==> src/fpc_consts.vh <==
// Purpose: constants for the flash program control block
// Assumes: 32-bit AXI4-Lite register access, 40 MHz aclk
// Notes: definitions only
`ifndef FPC_CONSTS_VH
`define FPC_CONSTS_VH

// register byte offsets
`define FPC_OFS_CTRL 8'h00
`define FPC_OFS_KEY 8'h04
`define FPC_OFS_ADDR 8'h08
`define FPC_OFS_PROT 8'h0C
`define FPC_OFS_ECC 8'h10

// control register fields
`define FPC_OP_LSB 0
`define FPC_OP_MSB 3
`define FPC_SWAP_BIT 6
`define FPC_ERR_BIT 13
`define FPC_WRITE_ENABLE_GATE_BIT 14
`define FPC_START_BIT 15

// reset values
`define FPC_OP_RST 4'h0
`define FPC_SWAP_RST 1'b0
`define FPC_PROT_RST 24'h00_0000
`define FPC_ECC_RST 2'b11

// unlock keys, written in this order to the key register
`define FPC_KEY1 32'hAA99_6655
`define FPC_KEY2 32'h5566_99AA

// operation codes
`define FPC_OP_NOP 4'h0
`define FPC_OP_WORD 4'h1
`define FPC_OP_QUAD 4'h2
`define FPC_OP_ROW 4'h3
`define FPC_OP_PAGE 4'h4
`define FPC_OP_LOWER 4'h5
`define FPC_OP_UPPER 4'h6
`define FPC_OP_ALL 4'h7

// ecc setting meaning ecc enabled at all times
`define FPC_ECC_ALWAYS 2'b00

// first byte address of the upper mapped flash region
`define FPC_UPPER_BASE 24'h04_0000

// axi responses
`define FPC_RESP_OKAY 2'b00
`define FPC_RESP_SLVERR 2'b10

`endif

==> src/fpc_flash_program_control.v <==
// Purpose: flash program/erase sequencer with boot bank alias swap, AXI4-Lite slave
// Assumes: aclk 40 MHz; aresetn and por_resetn synchronous, active low
// Notes: flash array answers each command with a one-cycle flash_done pulse
//
// Contract
// - swap bit takes a write only with write enable set and unlock done
// - swap 1 maps bank 2 low, bank 1 high; swap 0 the reverse
// - operation code field writable only while write enable is set
// - code 0001 programs one word at the target address unless protected
// - code 0010 programs the 128-bit word at target address unless protected
// - code 0011 programs the addressed row unless protected
// - code 0100 erases the addressed page unless protected
// - code 0101 erases lower region only if all its pages are unprotected
// - code 0110 erases upper region only if all its pages are unprotected
// - code 0111 erases all flash only when protect boundary is zero
// - swap and operation code bits reset only by power-on reset
// - word program does nothing when ecc is enabled at all times
// - otherwise word program runs without writing that word's ecc bits
// - control bits 5 and 4 read as zero
`include "fpc_consts.vh"
`timescale 1ns/1ps
`default_nettype none

module fpc_flash_program_control (
   input wire aclk, // system clock
   input wire aresetn, // system reset, active low
   input wire por_resetn, // power-on reset, active low
   input wire [7:0] s_axi_awaddr, // write address
   input wire [2:0] s_axi_awprot, // write protection type, unused
   input wire s_axi_awvalid, // write address valid
   output wire s_axi_awready, // write address ready
   input wire [31:0] s_axi_wdata, // write data
   input wire [3:0] s_axi_wstrb, // write byte enables
   input wire s_axi_wvalid, // write data valid
   output wire s_axi_wready, // write data ready
   output reg [1:0] s_axi_bresp, // write response
   output reg s_axi_bvalid, // write response valid
   input wire s_axi_bready, // write response ready
   input wire [7:0] s_axi_araddr, // read address
   input wire [2:0] s_axi_arprot, // read protection type, unused
   input wire s_axi_arvalid, // read address valid
   output wire s_axi_arready, // read address ready
   output reg [31:0] s_axi_rdata, // read data
   output reg [1:0] s_axi_rresp, // read response
   output reg s_axi_rvalid, // read data valid
   input wire s_axi_rready, // read data ready
   output reg flash_cmd_valid, // one-cycle command strobe to the array
   output reg [3:0] flash_cmd_op, // operation code of the command
   output reg [31:0] flash_cmd_addr, // target address of the command
   output reg flash_cmd_skip_ecc, // word program must not write ecc bits
   input wire flash_done, // array finished the command, one-cycle pulse
   output wire lower_alias_bank2, // lower boot alias shows bank 2
   output wire upper_alias_bank2 // upper boot alias shows bank 2
);

   ////////////////////////////////////////////////////////////////////////
   // state

   reg [3:0] op_q; // survives system reset
   reg swap_q; // survives system reset
   reg write_enable_gate_q;
   reg unlock_q;
   reg key1_seen_q;
   reg busy_q;
   reg err_q;
   reg [31:0] addr_q;
   reg [23:0] prot_q;
   reg [1:0] ecc_q;
   reg aw_held_q;
   reg w_held_q;
   reg [7:0] awaddr_q;
   reg [31:0] wdata_q;
   reg [3:0] wstrb_q;

   // byte-lane merge of a write onto the old register value
   function [31:0] fpc_merge;
      input [31:0] old_v;
      input [31:0] new_v;
      input [3:0] strb;
      integer i;
      begin
         fpc_merge = old_v;
         for (i = 0; i < 4; i = i + 1) begin
            if (strb[i]) begin
               fpc_merge[i*8 +: 8] = new_v[i*8 +: 8];
            end
         end
      end
   endfunction

   // offsets that answer OKAY
   function fpc_mapped;
      input [7:0] a;
      begin
         fpc_mapped = (a == `FPC_OFS_CTRL) || (a == `FPC_OFS_KEY) ||
                      (a == `FPC_OFS_ADDR) || (a == `FPC_OFS_PROT) ||
                      (a == `FPC_OFS_ECC);
      end
   endfunction

   ////////////////////////////////////////////////////////////////////////
   // write channel: address and data taken in either order

   assign s_axi_awready = ~aw_held_q;
   assign s_axi_wready = ~w_held_q;

   wire wr_fire = aw_held_q & w_held_q & ~s_axi_bvalid;
   // control word as read back; the start position shows busy
   wire [31:0] ctrl_rd = {16'h0000, busy_q, write_enable_gate_q, err_q, 6'b00_0000, swap_q,
                          2'b00, op_q};
   wire [31:0] ctrl_new = fpc_merge(ctrl_rd, wdata_q, wstrb_q);
   wire ctrl_wr = wr_fire & (awaddr_q == `FPC_OFS_CTRL);
   wire key_wr = wr_fire & (awaddr_q == `FPC_OFS_KEY);
   wire start_req = ctrl_wr & ctrl_new[`FPC_START_BIT] & write_enable_gate_q & ~busy_q;

   // the code written along with the start bit is the one that runs
   wire [3:0] op_new = ctrl_new[`FPC_OP_MSB:`FPC_OP_LSB];

   // hold address and data until both are present
   // a new address may be held while bvalid still waits; it lands once bvalid drops
   always @(posedge aclk) begin
      if (!aresetn) begin
         aw_held_q <= 1'b0;
         w_held_q <= 1'b0;
         awaddr_q <= 8'h00;
         wdata_q <= 32'h0000_0000;
         wstrb_q <= 4'h0;
         s_axi_bvalid <= 1'b0;
         s_axi_bresp <= `FPC_RESP_OKAY;
      end else begin
         if (s_axi_awvalid && !aw_held_q) begin
            aw_held_q <= 1'b1;
            awaddr_q <= {s_axi_awaddr[7:2], 2'b00};
         end
         if (s_axi_wvalid && !w_held_q) begin
            w_held_q <= 1'b1;
            wdata_q <= s_axi_wdata;
            wstrb_q <= s_axi_wstrb;
         end
         if (wr_fire) begin
            aw_held_q <= 1'b0;
            w_held_q <= 1'b0;
            s_axi_bvalid <= 1'b1;
            s_axi_bresp <= fpc_mapped(awaddr_q) ? `FPC_RESP_OKAY : `FPC_RESP_SLVERR;
         end else if (s_axi_bready) begin
            s_axi_bvalid <= 1'b0;
         end
      end
   end

   ////////////////////////////////////////////////////////////////////////
   // power-on-only fields: swap and operation code

   // system reset leaves these alone so a warm restart keeps the bank map
   // gates are taken from before this write, so write_enable_gate must be set by an earlier write
   always @(posedge aclk) begin
      if (!por_resetn) begin
         op_q <= `FPC_OP_RST;
         swap_q <= `FPC_SWAP_RST;
      end else if (ctrl_wr) begin
         if (write_enable_gate_q) begin
            op_q <= ctrl_new[`FPC_OP_MSB:`FPC_OP_LSB];
         end
         if (write_enable_gate_q && unlock_q) begin
            swap_q <= ctrl_new[`FPC_SWAP_BIT];
         end
      end
   end

   // bank 1 is the default; the swap bit exchanges the two aliases
   assign lower_alias_bank2 = swap_q;
   assign upper_alias_bank2 = ~swap_q;

   ////////////////////////////////////////////////////////////////////////
   // write enable, unlock sequence and plain registers

   // boundary is 24 bits wide; the top byte lane of a write is dropped here
   wire [31:0] prot_new = fpc_merge({8'h00, prot_q}, wdata_q, wstrb_q);

   // unlock lasts until the next control or key register write, so each gated write needs a fresh key pair
   always @(posedge aclk) begin
      if (!aresetn) begin
         write_enable_gate_q <= 1'b0;
         unlock_q <= 1'b0;
         key1_seen_q <= 1'b0;
         addr_q <= 32'h0000_0000;
         prot_q <= `FPC_PROT_RST;
         ecc_q <= `FPC_ECC_RST;
      end else begin
         if (ctrl_wr) begin
            write_enable_gate_q <= ctrl_new[`FPC_WRITE_ENABLE_GATE_BIT];
            unlock_q <= 1'b0;
            key1_seen_q <= 1'b0;
         end
         if (key_wr) begin
            key1_seen_q <= (wdata_q == `FPC_KEY1);
            unlock_q <= key1_seen_q && (wdata_q == `FPC_KEY2);
         end
         if (wr_fire && awaddr_q == `FPC_OFS_ADDR) begin
            addr_q <= fpc_merge(addr_q, wdata_q, wstrb_q);
         end
         if (wr_fire && awaddr_q == `FPC_OFS_PROT) begin
            prot_q <= prot_new[23:0];
         end
         if (wr_fire && awaddr_q == `FPC_OFS_ECC && wstrb_q[0]) begin
            ecc_q <= wdata_q[1:0];
         end
      end
   end

   ////////////////////////////////////////////////////////////////////////
   // operation check: protection, region and ecc gating

   // pages below the protect boundary are write-protected
   // lower region lies below the upper base, so any nonzero boundary protects part of it
   // upper region is clear of protection once the boundary sits at or below its base
   wire addr_prot = (addr_q[23:0] < prot_q) || (addr_q[31:24] != 8'h00);
   reg op_ok;
   always @* begin
      case (op_new)
         `FPC_OP_NOP: op_ok = 1'b0;
         `FPC_OP_WORD: op_ok = ~addr_prot & (ecc_q != `FPC_ECC_ALWAYS);
         `FPC_OP_QUAD: op_ok = ~addr_prot;
         `FPC_OP_ROW: op_ok = ~addr_prot;
         `FPC_OP_PAGE: op_ok = ~addr_prot;
         `FPC_OP_LOWER: op_ok = (prot_q == 24'h00_0000);
         `FPC_OP_UPPER: op_ok = (prot_q <= `FPC_UPPER_BASE);
         `FPC_OP_ALL: op_ok = (prot_q == 24'h00_0000);
         default: op_ok = 1'b0; // reserved codes do nothing
      endcase
   end

   ////////////////////////////////////////////////////////////////////////
   // command issue and busy tracking

   // a refused start other than a no-op raises the error flag instead of touching the array
   // a start while busy is dropped; software polls the busy bit before the next one
   // err is cleared only by system reset, the next accepted command or a refused no-op
   always @(posedge aclk) begin
      if (!aresetn) begin
         busy_q <= 1'b0;
         err_q <= 1'b0;
         flash_cmd_valid <= 1'b0;
         flash_cmd_op <= `FPC_OP_NOP;
         flash_cmd_addr <= 32'h0000_0000;
         flash_cmd_skip_ecc <= 1'b0;
      end else begin
         flash_cmd_valid <= 1'b0;
         if (busy_q && flash_done) begin
            busy_q <= 1'b0;
         end
         if (start_req) begin
            if (op_ok) begin
               busy_q <= 1'b1;
               err_q <= 1'b0;
               flash_cmd_valid <= 1'b1;
               flash_cmd_op <= op_new;
               flash_cmd_addr <= addr_q;
               flash_cmd_skip_ecc <= (op_new == `FPC_OP_WORD);
            end else begin
               err_q <= (op_new != `FPC_OP_NOP);
            end
         end
      end
   end

   ////////////////////////////////////////////////////////////////////////
   // read channel: one-cycle answer

   assign s_axi_arready = ~s_axi_rvalid;

   reg [31:0] rd_mux;
   always @* begin
      case ({s_axi_araddr[7:2], 2'b00})
         `FPC_OFS_CTRL: rd_mux = ctrl_rd;
         `FPC_OFS_ADDR: rd_mux = addr_q;
         `FPC_OFS_PROT: rd_mux = {8'h00, prot_q};
         `FPC_OFS_ECC: rd_mux = {30'h0000_0000, ecc_q};
         default: rd_mux = 32'h0000_0000; // key register reads zero
      endcase
   end

   // capture data when the address is taken
   // the address is decoded straight from the bus, so no read address register is kept
   always @(posedge aclk) begin
      if (!aresetn) begin
         s_axi_rvalid <= 1'b0;
         s_axi_rdata <= 32'h0000_0000;
         s_axi_rresp <= `FPC_RESP_OKAY;
      end else if (s_axi_arvalid && !s_axi_rvalid) begin
         s_axi_rvalid <= 1'b1;
         s_axi_rdata <= rd_mux;
         s_axi_rresp <= fpc_mapped({s_axi_araddr[7:2], 2'b00}) ? `FPC_RESP_OKAY :
                        `FPC_RESP_SLVERR;
      end else if (s_axi_rready) begin
         s_axi_rvalid <= 1'b0;
      end
   end

endmodule

`default_nettype wire

==> config.mk <==
export PLATFORM = sky130hd
export DESIGN_NAME = fpc_flash_program_control
export DESIGN_NICKNAME = d
export VERILOG_FILES = /design/src/fpc_flash_program_control.v
export VERILOG_INCLUDE_DIRS = /design/src
export SDC_FILE = /design/constraint.sdc
export NUM_CORES = 1
export LEC_CHECK = 0
export ABC_AREA = 1
export BUFFER_PORTS_ARGS = -buffer_cell sky130_fd_sc_hd__buf_2
export CORE_AREA = 2 2 89 176
export CTS_CLUSTER_DIAMETER = 50
export DETAILED_ROUTE_END_ITERATION = 10
export DIE_AREA = 0 0 91 178
export PLACE_DENSITY = 0.81
export SETUP_SLACK_MARGIN = 0.02
export SLEW_MARGIN = 0
export SYNTH_ARGS = -nofsm -noshare
export SYNTH_HDL_FRONTEND = slang
export SYNTH_SLANG_ARGS = --single-unit
==> constraint.sdc <==
create_clock -name aclk -period 2.5 [get_ports aclk]
set_clock_uncertainty 0.05 [all_clocks]
set_input_delay 0.75 -clock aclk [delete_from_list [all_inputs] [get_ports aclk]]
set_output_delay 0.75 -clock aclk [all_outputs]
set_load 0.02 [all_outputs]
---- Word level (Yosys, flattened, before mapping) ----
Cells that the tools add are included.
W data, S select, Z words.
storage, ports and cells
  bits in registers ....................... 188
  latch bits .............................. 0
  bits in writable memories ............... 0
  ROM bits ................................ 0
  output and inout bits ................... 81
  logic and storage cells ................. 128
  memories ................................ 0
cells by class
  add/sub/neg operators ................... 0
  multipliers ............................. 0
  divide/modulo/power cells ............... 0
  order comparisons ....................... 2
  eq/ne operators ......................... 17
  shifts and indexed selects .............. 0
  muxes and demuxes ....................... 18
  bitwise logic cells ..................... 16
  reductions and logical operators ........ 46
operator list
  cell                    count
  $pmux W32 S4            1
  $eq A32 B31 Y1 const B  1
  $eq A32 B32 Y1 const B  1
  $eq A6 B2 Y1 const B    4
  $le A24 B19 Y1 const B  1
  $logic_not A24 Y1       1
  $lt A24 B24 Y1          1
  $reduce_and A2 Y1       11
  $eq A4 B3 Y1 const B    4
  $eq A6 B1 Y1 const B    2
  $eq A6 B3 Y1 const B    2
  $mux W1                 12
  $logic_and A1 B1 Y1     10
  $logic_or A1 B1 Y1      9
  $and A1 B1 Y1           8
  $eq A4 B2 Y1 const B    2
  $logic_not A8 Y1        1
  $mux W8                 1
  $not A1 Y1              8
  $reduce_bool A2 Y1      4
  $reduce_bool A8 Y1      1
  $logic_not A6 Y1        1
  $eq A4 B1 Y1 const B    1
  $mux W2                 2
  other kinds (7)         10

---- Depth between registers and ports, before layout ----
Gate-level depths: netlist of run 1.
  depth in word-level cells ............... 7
  depth in mapped cells ................... 16
  gate-level depth less buffers ........... 15

---- Least setup slack after synthesis of run 1 ----
Ideal clock, no wire load.
  path kind ............................... in2reg
  from .................................... in s_axi_araddr[7]
  to ...................................... reg s_axi_rdata[22]
  library setup time ...................... 0.070 ns
  arrival ................................. 1.757 ns
  data required time ...................... 2.380 ns
  setup slack ............................. 0.623 ns
  cell stages on the path ................. 8
  path buffers ............................ 1
  path through ............................ nor2_1 -> nand3b_1 -> nor2_1 -> nand2_1 -> clkbuf_1 -> o22ai_1 -> nand2_1 -> a21oi_1
on the way
  cells in the longest elaborated chain, start to end .. 2
RTL lines
  item                                  line                             source
  from (decl)                           fpc_flash_program_control.v:39   input wire [7:0] s_axi_araddr,
  $eq A6 B3 Y1 (tied with other cells)  fpc_flash_program_control.v:274  case ({s_axi_araddr[7:2], 2'b00})
  $pmux W32 S4 (*)                      fpc_flash_program_control.v:274
  to (signal assigned)                  fpc_flash_program_control.v:292  s_axi_rdata <= rd_mux;
  to (decl)                             fpc_flash_program_control.v:43   output reg [31:0] s_axi_rdata,
Every way passes the cells marked *; elsewhere a longest branch is shown, timed or not.
A chain may end at the register's enable or synchronous reset.

---- Worst setup path in the final report of run 1 ----
  from .................................... reg prot_q[21]
  to ...................................... reg flash_cmd_op[3]
on the way
  cells in the longest elaborated chain, start to end .. 6
RTL lines
  item                                    line                             source
  from (decl)                             fpc_flash_program_control.v:67   reg [23:0] prot_q;
  from (signal assigned)                  fpc_flash_program_control.v:187  prot_q <= `FPC_PROT_RST;
  from (signal assigned)                  fpc_flash_program_control.v:203  prot_q <= prot_new[23:0];
  $lt A24 B24 Y1                          fpc_flash_program_control.v:217  wire addr_prot = (addr_q[23:0] < prot_q) || (addr_q[31:24] != 8'h00);
  $logic_or A1 B1 Y1                      fpc_flash_program_control.v:217
  $not A1 Y1                              -
  $and A1 B1 Y1                           fpc_flash_program_control.v:222  `FPC_OP_WORD: op_ok = ~addr_prot & (ecc_q != `FPC_ECC_ALWAYS);
  $pmux W1 S4 (*)                         fpc_flash_program_control.v:220  case (op_new)
  $reduce_and A2 Y1 (no source line) (*)  -
  to (signal assigned)                    fpc_flash_program_control.v:244  flash_cmd_op <= `FPC_OP_NOP;
  to (signal assigned)                    fpc_flash_program_control.v:257  flash_cmd_op <= op_new;
  to (decl)                               fpc_flash_program_control.v:48   output reg [3:0] flash_cmd_op,
Marked as above.

==> results of run 1 <==
-- cell usage after synthesis (all sizes together), types with 3 or more instances --
library cell	count	area, sq um
a211oi	4	35.0
a21oi	171	856
buf	28	184
clkbuf	32	120
clkinv	3	12.5
dfxtp	186	3720
ha	23	288
inv	123	462
nand2	178	708
nand3	47	235
nand4	22	138
nor2	105	419
nor3	9	55.1
nor4	10	62.6
o21ai	120	601
o22ai	25	163
-- per-layer routing --
metal / wire, um / track usage (%) / part of all wire (%)
met1: 8590 / 30.5 / 40
met2: 10800 / 46.1 / 50
met3: 1090 / 3.89 / 5.0
met4: 1120 / 16.2 / 5.2
met5: 0 / 0 / 0
-- sequential cells by signal, indices dropped and copies added (netlist names), 2 cells and up --
signal / cells
wstrb_q: 4
prot_q: 24
flash_cmd_op: 4
s_axi_rdata: 32
awaddr_q: 6
flash_cmd_addr: 32
addr_q: 32
ecc_q: 2
op_q: 4
wdata_q: 32
-- cell type report --
class,instances,share of cell area [%]
tap,195,2.54
clock buffer,18,4.57
inverter,126,4.94
timing repair buffer,154,9.25
sequential,186,38.8
multi-input combinational,729,38.3
clock inverter,13,1.63
-- stage by stage --
step                hold WS [ns]  setup slack (ns)  total power, W  instance area [sq um]
finish                     0.416             0.290         0.00639                   9600
global route               0.427            0.0746         0.00661                   9600
CTS                        0.414             0.216         0.00638                   9560
detailed placement         0.405             0.244         0.00369                   8970
global placement           0.393             0.287         0.00368                   8970
floorplan                  0.389             0.623         0.00354                   8160
-- logic make-up (layout without fill, tap and decap cells) --
family          Yosys count  count (layout)  synth area share, %
simple gates            376             376                 20.2
flops                   186             186                 45.6
buf+inv                 186             311                 9.54
compound gates          328             328                 21.0
fa+ha+maj                23              23                 3.53
other cells               1               2               0.0460
-- power by group through the flow --
stage               clock network, W  logic, W  registers, W
finish                       0.00273  0.000556       0.00311
global route                 0.00287  0.000625       0.00311
CTS                          0.00275  0.000527       0.00310
detailed placement                 0  0.000524       0.00317
global placement                   0  0.000512       0.00317
floorplan                          0  0.000374       0.00316
-- worst max-delay path, delay by kind of cell, from the launching register on --
family / cells / cell delay (ns)
adders and majority gates: 1 / 0.30
buffers and inverters: 2 / 0.29
DFF: 1 / 0.36
and+or+nand+nor: 10 / 1.11
-- worst paths after layout --
check        slack [ns]                    startpoint                      endpoint  cells past startpoint
min                0.42  s_axi_rdata[22]$_SDFFE_PN0P_  s_axi_rdata[22]$_SDFFE_PN0P_                      2
min reg2reg        0.42  s_axi_rdata[22]$_SDFFE_PN0P_  s_axi_rdata[22]$_SDFFE_PN0P_                      2
max                0.29       prot_q[21]$_SDFFE_PN0P_  flash_cmd_op[3]$_SDFFE_PN0P_                     13
max reg2reg        0.29       prot_q[21]$_SDFFE_PN0P_  flash_cmd_op[3]$_SDFFE_PN0P_                     13
==> results.md, run 1 <==
* Outcome: finished clean
* Avg Cell Area, Syn at approximately 7.4 sq um
* Core ar. at about 15000 sq um
* Worst-Skew Late Latency at approximately 0.44 ns
* Leading cell types in the layout, fill and taps excluded: dfxtp_1, a21oi_1, nand2_1
* Avg Vias per Cell at 5.49
* # IOs at 148
* Leakage power at ~4.1 nW
* Power Internal at ~0.0047 W
* YS warnings at 0
* PostCTS Resize Cnt at 0
* Max Transition Viols Final at 0
* Initial Util at 55.1%
* Worst setup SP type: flip-flop
* Fin Setup TNS at 0 ns
* CTS buffer count at 17
* Crit-path cells: inv_1 > ha_1 > nand2_1 > nor2_1 > nand4_1 > nor2_1 > nand2_1 > nand2_1 > nand2_1 > nand2_2 > buf_12 > nand2_4 > and3_1
* Register area at 3720 sq um
* Actual slew at the worst max-slew pin at between 0.5 and 0.6 ns
* WL final at around 22 mm
* Residual DRC at 0
* Crit Path Class: flip-flop to flip-flop
* Drt pass-1 iters at 7
* # clock sinks at around 190
* CTS tree: done
* Most common cell after layout, fill and taps aside: dfxtp_1
* Vias in the first global route at between 7000 and 8000
* Min Tclk post-route at 2.21 ns
* Setup violations, final at 0
* Largest net degree at the start of global routing at 55
* Pwr Density at between 600 and 700 nW/um^2
* Die area at about 16000 sq um
* Mapped Cells at 1100
* Mapped Area at about 8200 sq um
* Die W at slightly above 90 um
* Switching part of the total at 25.8%
* Post-synth EDFFs at 0
* Clock network power share at 42.7%
* Clock transition at path regs at ~0.07 ns
* Final period util at about nine tenths
* Hold Buf Count CTS at 0
* # port buffers at approximately 140
* # rows at 63
* Clock tree buffer depth at 2
* Initial antenna violation count at 0
* Detailed-route via count at approximately 7800
* Worst Path Max Fanout at 19
* Sequential group share of total power at 48.6%
* Slew HR at 60.0%
* Root buf cell: clkbuf_16
* WP data required at 2.78 ns
* CP max stage delay at ~0.36 ns
* Post-CTS Setup Inserts at 0
* Drt initial violations at 530
* Share of layout cells above drive strength 1 at between 15 and 20%
* H-tree depth at 4
* DRT antenna net count at 0
* Hold WC Path Type: flip-flop to flip-flop
* Non-Filler Instances at approximately 1400
* DPL Wire Length at ~16 mm
* P&R area growth vs syn at 17.6%
* Area of the multi-input gates at 3670 sq um
* Ys async rst share at 0%
* Most used cell, CP: nand2_1
* First-pass GRT wire length at about 35 mm
* Fin util at between 60% and 70%
* Peak supply drop at roughly 0.54 mV
* Placed insts at approximately 1400
* Global placer's final weighted congestion at slightly above 0.9
* WL per Instance at between 15 and 20 um
* RSZ-0062 raised after global routing: false
* Max_cap viols at 0
* Net switching power at ~0.0017 W
* Synth cell types at 39
* Worst Path Arrival at 2.49 ns
* Grt total ovfl at 0
* Final nets at 1304
* Synth Register Bits at ~190
* Critical path's slowest cell: dfxtp_1
* Sequential-to-total area share from yosys stat at between 40% and 50%
* N_diodes at 0
* Crit. End Element: flip-flop
* Max Freq at 452 MHz
* Total GRT Usage at about a quarter
* Hold Violations, Final at 0
* Synth Flop Type: dfxtp_1
* Die H at between 150 and 200 um
* Fill count at around 1400
* Combinational Power Share at 8.7%
No activity file was read; power rests on OpenSTA's default activity.
==> inputs of run 2 (changes only) <==
Settings changed: CTS_CLUSTER_SIZE from default to 25.
Clock period 2.5 ns to 2.2 ns, I/O delays scaled along.
==> run 2 against run 1 <==
  * Sequential power increased by 14%
  * Power rose by 13%
  * Sequential cell count is the same
  * Highest routed layer unchanged
==> results.md, run 2 (synthesis results as in run 1) <==
* Crit. End Element: flip-flop
* Residual DRC at 0
* Worst Path Arrival at 2.39 ns
* Outcome: finished clean
* Die area at around 16000 sq um
* Pwr Density at ~730 nW/um^2
* P&R area growth vs syn at 20.4%
* Die W at approximately 91 um
* Clock tree buffer depth at 2
* Crit-path cells: inv_1 > ha_1 > a21o_1 > nor2_1 > nand2_1 > a21oi_2 > nand2_2 > nand2_2 > nand2_4 > clkbuf_16 > a21oi_1 > nor2_1
* # clock sinks at 186
* WL final at around 22 mm
* Hold Violations, Final at 0
* Worst setup SP type: flip-flop
* Actual slew at the worst max-slew pin at 0.511 ns
* Drt pass-1 iters at 5
* Min Tclk post-route at around 2.1 ns
* Drt initial violations at 485
* Initial antenna violation count at 0
* Leakage power at between 4 and 5 nW
* Worst Path Max Fanout at 18
* Fill count at about 1300
* Worst hold path endpoint: busy_q$_SDFF_PN0_
* FF-to-FF End: flash_cmd_addr[7]$_SDFFE_PN0P_
* RSZ-0062 raised after global routing: true
* Final nets at 1322
* Clock transition at path regs at around 0.07 ns
* Dpl ws at ~0.016 ns
* Most common cell after layout, fill and taps aside: dfxtp_1
* Buf/Inv on CP at 2
* Root buf cell: clkbuf_16
* Final period util at roughly 96%
* Crit Path Class: flip-flop to flip-flop
* Max Freq at roughly 470 MHz
* Max Transition Viols Final at 0
* CP max stage delay at about 0.34 ns
* R2R setup slack at just over 0.09 ns
* CP Depth at 12
* First-pass GRT wire length at 34.7 mm
* WHS Path Cells at 2
* Total GRT Usage at a little over a quarter
* Detailed-route via count at slightly below 8000
* Initial Util at 55.1%
* # IOs at around 150
* Leading cell types in the layout, fill and taps excluded: dfxtp_1, a21oi_1, nand2_1
* # rows at between 60 and 70
* Worst-Skew Late Latency at approximately 0.44 ns
* Vias in the first global route at 7291
* DRT antenna net count at 0
* CTS tree: done
* Placed insts at ~1400
* Fin Setup TNS at 0 ns
* Slew HR at between 60% and 70%
* WL per Instance at approximately 16 um
* Reg-to-reg startpoint: prot_q[23]$_SDFFE_PN0P_
* Non-Filler Instances at 1440
* Setup violations, final at 0
* Die H at 178 um
* Hold path start: flash_done
* Global placer's final weighted congestion at about 0.93
* CTS buffer count at 17
* DPL Wire Length at 15.7 mm
* WP data required at 2.49 ns
* Hold WC Path Type: input port to flip-flop
* Max_cap viols at 0
* H-tree depth at 4
* # port buffers at around 140
* Worst path top cell family by delay: simple AND/OR/NAND/NOR gates
* Share of layout cells above drive strength 1 at between 20% and 30%
* Overall power at 0.00720 W
* Peak supply drop at roughly 0.70 mV
* Critical path's slowest cell: dfxtp_1
* Grt total ovfl at 0
* FF-to-FF path depth at 12
* N_diodes at 0
* Core ar. at 14800 sq um
* Min setup slack post-route at about 0.093 ns
* Largest net degree at the start of global routing at 94
* Avg Vias per Cell at 5.50
[run 2: metrics by stage]
step / instance area [sq um] / hold slack [ns] / util (%)
2_1_floorplan: 8160 / 0.389 / -
3_5_place_dp: 9070 / 0.401 / 61.2
6_report: 9830 / 0.367 / 66.3
5_1_grt: 9830 / 0.368 / 66.3
3_3_place_gp: 9070 / 0.394 / 61.2
4_1_cts: 9650 / 0.363 / 65.1
[run 2: final cells by class]
cell class,count,area (sq um),area share (%)
flip-flops and latches,186,3730,38.0
repair buffers,170,1040,10.6
well taps,195,244,2.48
clock buffers,18,439,4.47
multi-input cells,731,3770,38.4
inverters,126,474,4.83
clock inverters,14,128,1.30
[run 2: where the power goes]
part,switching (W),internal (W),leakage [nW]
sequential,0.0000759,0.00345,1.51
clock,0.00144,0.00153,0.280
combinational,0.000469,0.000241,2.44
[run 2: worst max path at each step]
| stage | from | to |
|---|---|---|
| after global routing | prot_q[19]$_SDFFE_PN0P_ | flash_cmd_addr[7]$_SDFFE_PN0P_ |
| after detailed placement | prot_q[21]$_SDFFE_PN0P_ | flash_cmd_addr[28]$_SDFFE_PN0P_ |
| after CTS | prot_q[21]$_SDFFE_PN0P_ | flash_cmd_op[3]$_SDFFE_PN0P_ |
| after floorplan | prot_q[23]$_SDFFE_PN0P_ | flash_cmd_op[3]$_SDFFE_PN0P_ |
| after global placement | prot_q[21]$_SDFFE_PN0P_ | flash_cmd_addr[30]$_SDFFE_PN0P_ |
| final | prot_q[23]$_SDFFE_PN0P_ | flash_cmd_addr[7]$_SDFFE_PN0P_ |
[run 2: routing by layer]
layer / share of wire, % / global-route usage (%) / up-vias
met5: 0 / 0 / -
met4: 3.8 / 13.3 / 0
li1: - / - / 3930
met1: 39 / 30.1 / 3648
met3: 5.0 / 3.68 / 60
met2: 52 / 48.2 / 286
[run 2: repair_timing]
item,in CTS,in global routing
buffers inserted,0,3
pin swaps,0,8
setup endpoints to repair,32,40
hold buffers,0,0
resized for setup,1,23
gates cloned,0,4
